## src/design/sample_readout_pkg.sv

```systemverilog
// Constants shared by the four-channel sample readout design
//
// Contract
// - A rising sample_start edge puts all channels in hold and starts a run.
// - The held channels convert in order, channel 1 first, channel 4 last.
// - The start edge is taken at any time, whatever select and strobe do.
// - Converter status is shown on an active-low completion output.
// - The host reads with strobe and select both low; data drive only then.
// - Four successive reads after a conversion give channels 1, 2, 3 and 4.
// - The device counts as selected only while the active-low select is low.
// - An external clock on the clock input times conversions when given.
// - A clock pin tied to the negative rail runs the internal oscillator.
// - Results are two's complement with bus bit 11 as the MSB.
// - Bus bit 0 is the LSB and the bus floats when not read.
// - Completion goes low only after all four results are stored.
// - A full sequence takes 78 or 79 rising conversion-clock edges.
// - No channel result can be addressed; only the read order reaches them.
package sample_readout_pkg;
   localparam int unsigned CHANNELS = 4;
   localparam int unsigned RESULT_W = 12;
   localparam int unsigned CHAN_W = 2;
   // Edges per sequence once the start is aligned to the clock
   localparam int unsigned SEQ_EDGES = 78;
   localparam int unsigned EDGES_PER_CHAN = 19;
   localparam int unsigned CNT_W = 7;
   // Internal oscillator divider from clk_sys
   localparam int unsigned OSC_DIV = 50;
   localparam int unsigned FIFO_DEPTH = 16;
   localparam logic [RESULT_W-1:0] RESULT_RST = 12'h000;
endpackage

```

## src/design/result_fifo.sv

```systemverilog
// Parameterised FIFO holding converted result words
`timescale 1ns/1ns
module result_fifo #(
   parameter int unsigned WIDTH = 12,
   parameter int unsigned DEPTH = 16
) (
   input wire logic clk_sys,
   input wire logic reset_n,
   input wire logic flush,
   input wire logic in_valid,
   output logic in_ready,
   input wire logic [WIDTH-1:0] in_data,
   output logic out_valid,
   input wire logic out_ready,
   output logic [WIDTH-1:0] out_data
);
   localparam int unsigned AW = $clog2(DEPTH);
   logic [WIDTH-1:0] mem_ff [DEPTH];
   logic [AW:0] wr_ff, nxt_wr, rd_ff, nxt_rd;
   logic push, pop;

   assign in_ready = (wr_ff - rd_ff) != (AW+1)'(DEPTH);
   assign out_valid = wr_ff != rd_ff;
   assign out_data = mem_ff[rd_ff[AW-1:0]];
   assign push = in_valid && in_ready;
   assign pop = out_valid && out_ready;

   always_comb begin
      nxt_wr = wr_ff;
      nxt_rd = rd_ff;
      if (flush) begin
         nxt_wr = '0;
         nxt_rd = '0;
      end else begin
         if (push) nxt_wr = wr_ff + 1'b1;
         if (pop) nxt_rd = rd_ff + 1'b1;
      end
   end

   always_ff @(posedge clk_sys) begin
      if (!reset_n) begin
         wr_ff <= '0;
         rd_ff <= '0;
      end else begin
         wr_ff <= nxt_wr;
         rd_ff <= nxt_rd;
      end
   end

   // Storage has no reset; only pointers need a defined value
   always_ff @(posedge clk_sys) begin
      if (push && !flush) mem_ff[wr_ff[AW-1:0]] <= in_data;
   end
endmodule

```

## src/design/conv_tick_gen.sv

```systemverilog
// Conversion clock edge detector with internal oscillator fallback
`timescale 1ns/1ns
module conv_tick_gen #(
   parameter int unsigned OSC_DIV = sample_readout_pkg::OSC_DIV
) (
   input wire logic clk_sys,
   input wire logic reset_n,
   input wire logic conv_clk,
   input wire logic use_internal,
   output logic tick
);
   logic prev_ff, nxt_prev;
   logic [15:0] div_ff, nxt_div;
   logic tick_ff, nxt_tick;

   assign tick = tick_ff;

   always_comb begin
      nxt_prev = conv_clk;
      nxt_div = div_ff;
      nxt_tick = 1'b0;
      if (use_internal) begin
         if (div_ff == 16'(OSC_DIV - 1)) begin
            nxt_div = 16'h0000;
            nxt_tick = 1'b1;
         end else begin
            nxt_div = div_ff + 16'h0001;
         end
      end else begin
         nxt_div = 16'h0000;
         nxt_tick = conv_clk && !prev_ff;
      end
   end

   always_ff @(posedge clk_sys) begin
      if (!reset_n) begin
         prev_ff <= 1'b0;
         div_ff <= 16'h0000;
         tick_ff <= 1'b0;
      end else begin
         prev_ff <= nxt_prev;
         div_ff <= nxt_div;
         tick_ff <= nxt_tick;
      end
   end
endmodule

```

## src/design/sample_readout.sv

```systemverilog
// Sequencer and host read port of the four-channel sample readout
`timescale 1ns/1ns
module sample_readout (
   input wire logic clk_sys,
   input wire logic reset_n,
   input wire logic sample_start,
   input wire logic conv_clk,
   input wire logic clk_tied_low,
   input wire logic [sample_readout_pkg::RESULT_W-1:0] adc_code,
   input wire logic cs_n,
   input wire logic rd_n,
   output logic hold,
   output logic [sample_readout_pkg::CHAN_W-1:0] conv_chan,
   output logic done_n,
   output logic [sample_readout_pkg::RESULT_W-1:0] result_bus_out,
   output logic result_bus_oe
);
   localparam int unsigned W = sample_readout_pkg::RESULT_W;
   localparam int unsigned CW = sample_readout_pkg::CNT_W;

   typedef enum logic [1:0] {ST_IDLE, ST_ALIGN, ST_CONV} seq_t;

   // -------------------------------------------------------------
   // Conversion clock
   // -------------------------------------------------------------
   logic tick;
   conv_tick_gen u_tick (
      .clk_sys(clk_sys),
      .reset_n(reset_n),
      .conv_clk(conv_clk),
      .use_internal(clk_tied_low),
      .tick(tick)
   );

   // -------------------------------------------------------------
   // Sequencer
   // -------------------------------------------------------------
   seq_t state_ff, nxt_state;
   logic start_prev_ff, nxt_start_prev;
   logic [CW-1:0] cnt_ff, nxt_cnt;
   logic [4:0] sub_ff, nxt_sub;
   logic [1:0] chan_ff, nxt_chan;
   logic hold_ff, nxt_hold;
   logic done_n_ff, nxt_done_n;
   logic push, push_ready, flush;
   logic start_edge, chan_end, read_end;
   logic sel_ff, nxt_sel;

   // Edge taken without regard to select or strobe
   assign start_edge = sample_start && !start_prev_ff;
   assign chan_end = tick && (state_ff == ST_CONV) &&
      (sub_ff == 5'(sample_readout_pkg::EDGES_PER_CHAN - 1));
   assign push = chan_end && push_ready;
   assign flush = start_edge;

   always_comb begin
      nxt_start_prev = sample_start;
      nxt_state = state_ff;
      nxt_cnt = cnt_ff;
      nxt_sub = sub_ff;
      nxt_chan = chan_ff;
      nxt_hold = hold_ff;
      nxt_done_n = done_n_ff;
      if (read_end) nxt_done_n = 1'b1;
      if (start_edge) begin
         nxt_hold = 1'b1;
         nxt_state = ST_ALIGN;
         nxt_cnt = '0;
         nxt_sub = '0;
         nxt_chan = 2'b00;
         nxt_done_n = 1'b1;
      end else begin
         unique case (state_ff)
            ST_IDLE: begin
            end
            ST_ALIGN: begin
               // First edge after start only aligns, giving 78 or 79
               if (tick) nxt_state = ST_CONV;
            end
            ST_CONV: begin
               if (tick) begin
                  nxt_cnt = cnt_ff + 1'b1;
                  if (chan_end) begin
                     nxt_sub = '0;
                     nxt_chan = chan_ff + 2'b01;
                  end else begin
                     nxt_sub = sub_ff + 5'b00001;
                  end
                  if (cnt_ff == CW'(sample_readout_pkg::SEQ_EDGES - 2)) begin
                     nxt_state = ST_IDLE;
                     nxt_hold = 1'b0;
                     nxt_done_n = 1'b0;
                  end
               end
            end
         endcase
      end
   end

   always_ff @(posedge clk_sys) begin
      if (!reset_n) begin
         state_ff <= ST_IDLE;
         start_prev_ff <= 1'b0;
         cnt_ff <= '0;
         sub_ff <= '0;
         chan_ff <= 2'b00;
         hold_ff <= 1'b0;
         done_n_ff <= 1'b1;
      end else begin
         state_ff <= nxt_state;
         start_prev_ff <= nxt_start_prev;
         cnt_ff <= nxt_cnt;
         sub_ff <= nxt_sub;
         chan_ff <= nxt_chan;
         hold_ff <= nxt_hold;
         done_n_ff <= nxt_done_n;
      end
   end

   assign hold = hold_ff;
   assign conv_chan = chan_ff;
   assign done_n = done_n_ff;

   // -------------------------------------------------------------
   // Result store and read port
   // -------------------------------------------------------------
   // A FIFO, not an addressable file: only read order reaches a word
   logic out_valid;
   logic [W-1:0] out_data;
   logic [W-1:0] bus_ff, nxt_bus;
   logic oe_ff, nxt_oe;

   result_fifo #(
      .WIDTH(W),
      .DEPTH(sample_readout_pkg::FIFO_DEPTH)
   ) u_fifo (
      .clk_sys(clk_sys),
      .reset_n(reset_n),
      .flush(flush),
      .in_valid(push),
      .in_ready(push_ready),
      .in_data(adc_code),
      .out_valid(out_valid),
      .out_ready(read_end),
      .out_data(out_data)
   );

   // Select and strobe both low make a read access
   function automatic logic read_access(input logic sel_n,
      input logic strobe_n);
      return !sel_n && !strobe_n;
   endfunction

   // Pop when strobe or select rises at the end of an access
   assign read_end = sel_ff && !read_access(cs_n, rd_n) && out_valid;

   always_comb begin
      nxt_sel = read_access(cs_n, rd_n);
      nxt_oe = read_access(cs_n, rd_n);
      nxt_bus = out_valid ? out_data : sample_readout_pkg::RESULT_RST;
   end

   always_ff @(posedge clk_sys) begin
      if (!reset_n) begin
         sel_ff <= 1'b0;
         oe_ff <= 1'b0;
         bus_ff <= sample_readout_pkg::RESULT_RST;
      end else begin
         sel_ff <= nxt_sel;
         oe_ff <= nxt_oe;
         bus_ff <= nxt_bus;
      end
   end

   assign result_bus_out = bus_ff;
   assign result_bus_oe = oe_ff;
endmodule

```

## config.mk

```make
export PLATFORM = sky130hd
export DESIGN_NAME = sample_readout
export DESIGN_NICKNAME = d
export VERILOG_FILES = /design/src/design/sample_readout_pkg.sv /design/src/design/result_fifo.sv /design/src/design/conv_tick_gen.sv /design/src/design/sample_readout.sv
export SDC_FILE = /design/constraint.sdc
export NUM_CORES = 1
export LEC_CHECK = 0
export CAP_MARGIN = 20
export CORE_MARGIN = 2
export CORE_UTILIZATION = 45
export CTS_CLUSTER_SIZE = 30
export DETAILED_ROUTE_END_ITERATION = 8
export DONT_BUFFER_PORTS = 1
export REMOVE_ABC_BUFFERS = 1
export SLEW_MARGIN = 25
export SYNTH_ARGS = -nofsm -noshare
export SYNTH_HDL_FRONTEND = slang
export SYNTH_HIERARCHICAL = 1
export SYNTH_SLANG_ARGS = --single-unit
```

## constraint.sdc

```tcl
create_clock -name clk_sys -period 4.05 [get_ports clk_sys]
set_input_delay 0.405 -clock clk_sys [delete_from_list [all_inputs] [get_ports clk_sys]]
set_output_delay 0.405 -clock clk_sys [all_outputs]
set_load 0.03 [all_outputs]
```

==> run summary <==
Status: completed
Starting Density: 46.1%
Combinational share of power: 1.2%
Sequential area share after synthesis: 69.5%
Root Driver: clkbuf_16
Cells after DPL: 873
Final WS setup: 0.682 ns
TritonCTS clock tree: yes
Post-synth top flop: edfxtp_1
EDFF count, synth: 192
Endpoint class of the critical path: register
Average wire per standard cell: 22.8 um
Power per Cell Area: 454 nW/um^2
DRT iter0 DRCs: 487
Largest net degree at the start of global routing: 49
Total power: 5.25 mW
Synthesized area per cell: 17.0 sq um
Count of cell types in the netlist: 55
Sw Ratio: 19.9%
Seq pwr share: 53.8%
P_sw: 1.04 mW
Die span in y: 154 um
Clock power frac: 45.0%
Worst Path Required: 4.26 ns
Final GP Congestion: 0.798
Die footprint: 23700 sq um
Layout Utilization: 52.6%
Grt total ovfl: 0
Tmin final: 3.37 ns
Top cells by count, synth: edfxtp_1 (192), dfxtp_1 (64), mux4_2 (59), nor2_1 (44), nand2_1 (29)
Critical path startpoint category: register
CTS sink cnt: 256
Worst path arrival time: 3.58 ns
Finished Layout Cells: 941
Critical-path top delay cell: dfxtp_1
Ports: 36
Count of final setup violators: 0
Async set-reset flop share out of synthesis: 0%
Std cell rows: 54
Tcrit/Tclk final: 83.2%
YS warnings: 6
Initial antenna violation count: 1
Die width: 154 um
Worst Path Class, Setup: register to register
CP dominant cell by count: buf_4
Area contributors post-synth: edfxtp_1 (57%), mux4_2 (13%), dfxtp_1 (13%)
Tightest Pin Transition: 0.929 ns
Final setup TNS: 0 ns
Yosys top cell by area: edfxtp_1
Via density: 5.78
VDD IR max: 309 uV
Global-route wire length before repair: 33.1 mm
Number of global-route vias before repair: 5445
Antenna-violating nets left: 0
Port bufs: 0
HPWL after DPL: 13.4 mm
Fmax achieved: 297 MHz
Number of synthesized register bits: 256
Count of final max-slew check failures: 0
Final Hold Fails: 0
Peak fanout along the critical path: 15
PostCTS Resize Cnt: 0
Pre-antenna DRT Iters: 5
Worst rel slew slack: 38.1%
Clk slew on worst S/H paths: 0.06 ns
DRC Markers: 0
H-tree depth: 1
RSZ-0062 raised after global routing: no
Mapped Area: 10100 sq um
Pint: 4.21 mW
Max-cap violations: 0
LEAKAGE: 3.77 nW
Hold Path Class: input port to register
Fin Clk Skew: 0.0138 ns
Area delta synth->final: 14.1%
Num CTS Buffers: 27
Core ar.: 22000 sq um
Final wirelength: 21.4 mm
Ordered cell list for the critical path: inv_1 > ha_1 > and2b_1 > o21a_1 > o21a_1 > o22ai_2 > buf_4 > inv_1 > nor3_1 > buf_4 > nor2b_1 > nand2_1 > nor2_1 > buf_4
Clock Path Buffers: 3
DR vias: 5439
Post-CTS Setup Inserts: 0
Share of cells above drive strength 1: 21.4%
Cells after Synth: 595
Top cell type's share of synthesized area: 56.9%
Fin nets: 673
Crit path largest cell delay: 0.35 ns
Worst-Skew Late Latency: 0.53 ns
Cell with the most instances after synthesis: edfxtp_1
GRT Util Overall: 18.5%
Pre-CTS setup slack: 0.765 ns
logic make-up (layout without fill, tap and decap cells):
kind of cell | count (synthesis) | in the layout | share of synthesized area (%)
xor gates and xnor gates | 18 | 18 | 1.56
other | 0 | 1 | 0
DFF | 256 | 256 | 69.5
AOI/OAI and AO/OA | 54 | 54 | 3.58
adders and majority gates | 15 | 15 | 1.85
and+or+nand+nor | 149 | 149 | 7.90
buffers and inverters | 43 | 108 | 2.19
muxes | 60 | 60 | 13.4
worst max-delay path: cells and delay by family (launching register included):
family	cells	cell delay, ns
adder cells (fa/ha/maj)	1	0.32
AND/OR/NAND/NOR	5	1.05
AO/OA/AOI/OAI	3	0.52
flip-flops	1	0.35
buffers and inverters	5	0.81
state kept, by name, indices dropped and copies added (netlist names), 5 cells and up, named ones only:
name            cells
u_fifo/mem_ff     192
u_fifo/rd_ff        5
u_fifo/wr_ff        5
cnt_ff              7
u_tick/div_ff      16
sub_ff              5
result_bus_out     12
layer usage:
layer / global-route usage [%] / vias up / share of wire (%)
li1: - / 2442 / -
met2: 30.0 / 176 / 49
met3: 2.99 / 38 / 5.9
met1: 25.9 / 2783 / 43
met5: 0 / - / 0
met4: 5.56 / 0 / 2.8
cell type report:
cell class | count | area, sq um
Sequential cell | 256 | 7050
Clock inverter | 18 | 155
Multi-Input combinational cell | 296 | 2860
Timing Repair Buffer | 43 | 375
Fill cell | 1728 | 10400
Clock buffer | 32 | 704
Inverter | 15 | 56.3
Tap cell | 280 | 350
Antenna cell | 1 | 2.50
repair_timing:
| item | in CTS | in global routing |
|---|---|---|
| hold buffers | 16 | 0 |
| setup endpoints to repair | 0 | 0 |
| endpoints found under the hold margin | 195 | 0 |
power by group through the flow:
stage	clock network (mW)	logic [mW]	registers, mW
floorplan	0	0.0148	2.88
global placement	0	0.0187	2.88
detailed placement	0	0.0197	2.88
CTS	2.42	0.0625	2.82
global route	2.53	0.0684	2.82
finish	2.37	0.0621	2.83
cells in the final DEF, fill, tap and decap left out, types with 10 or more instances in the layout:
master,instances
mux4_2,59
dlygate4sd3_1,16
xor2_1,11
nor2_1,44
a21oi_1,19
and3_1,14
dfxtp_1,61
inv_1,15
ha_1,15
nand2_1,29
clkbuf_16,27
buf_4,26
edfxtp_1,192
nand3_1,10
path summary, 6_finish.rpt:
check	start	to	slack (ns)	cells after the start
worst min register to register	state_ff[0]$_SDFFE_PN0P_	state_ff[1]$_SDFFE_PP0P_	0.48	2
worst min-delay path	reset_n	u_tick/prev_ff$_SDFF_PN0_	0.02	1
worst max register to register	u_fifo/rd_ff[1]$_SDFFE_PP0P_	u_fifo/mem_ff[2][4]$_DFFE_PP_	0.68	14
worst max-delay path	u_fifo/rd_ff[1]$_SDFFE_PP0P_	u_fifo/mem_ff[2][4]$_DFFE_PP_	0.68	14
per-stage QoR:
stage	cell area (sq um)	hold WS (ns)
floorplan	9970	0.441
global placement	10500	0.456
detailed placement	10500	0.472
CTS	11500	0.00156
global route	11600	0.0111
finish	11600	0.0213
(Power assumes the default switching activity.)
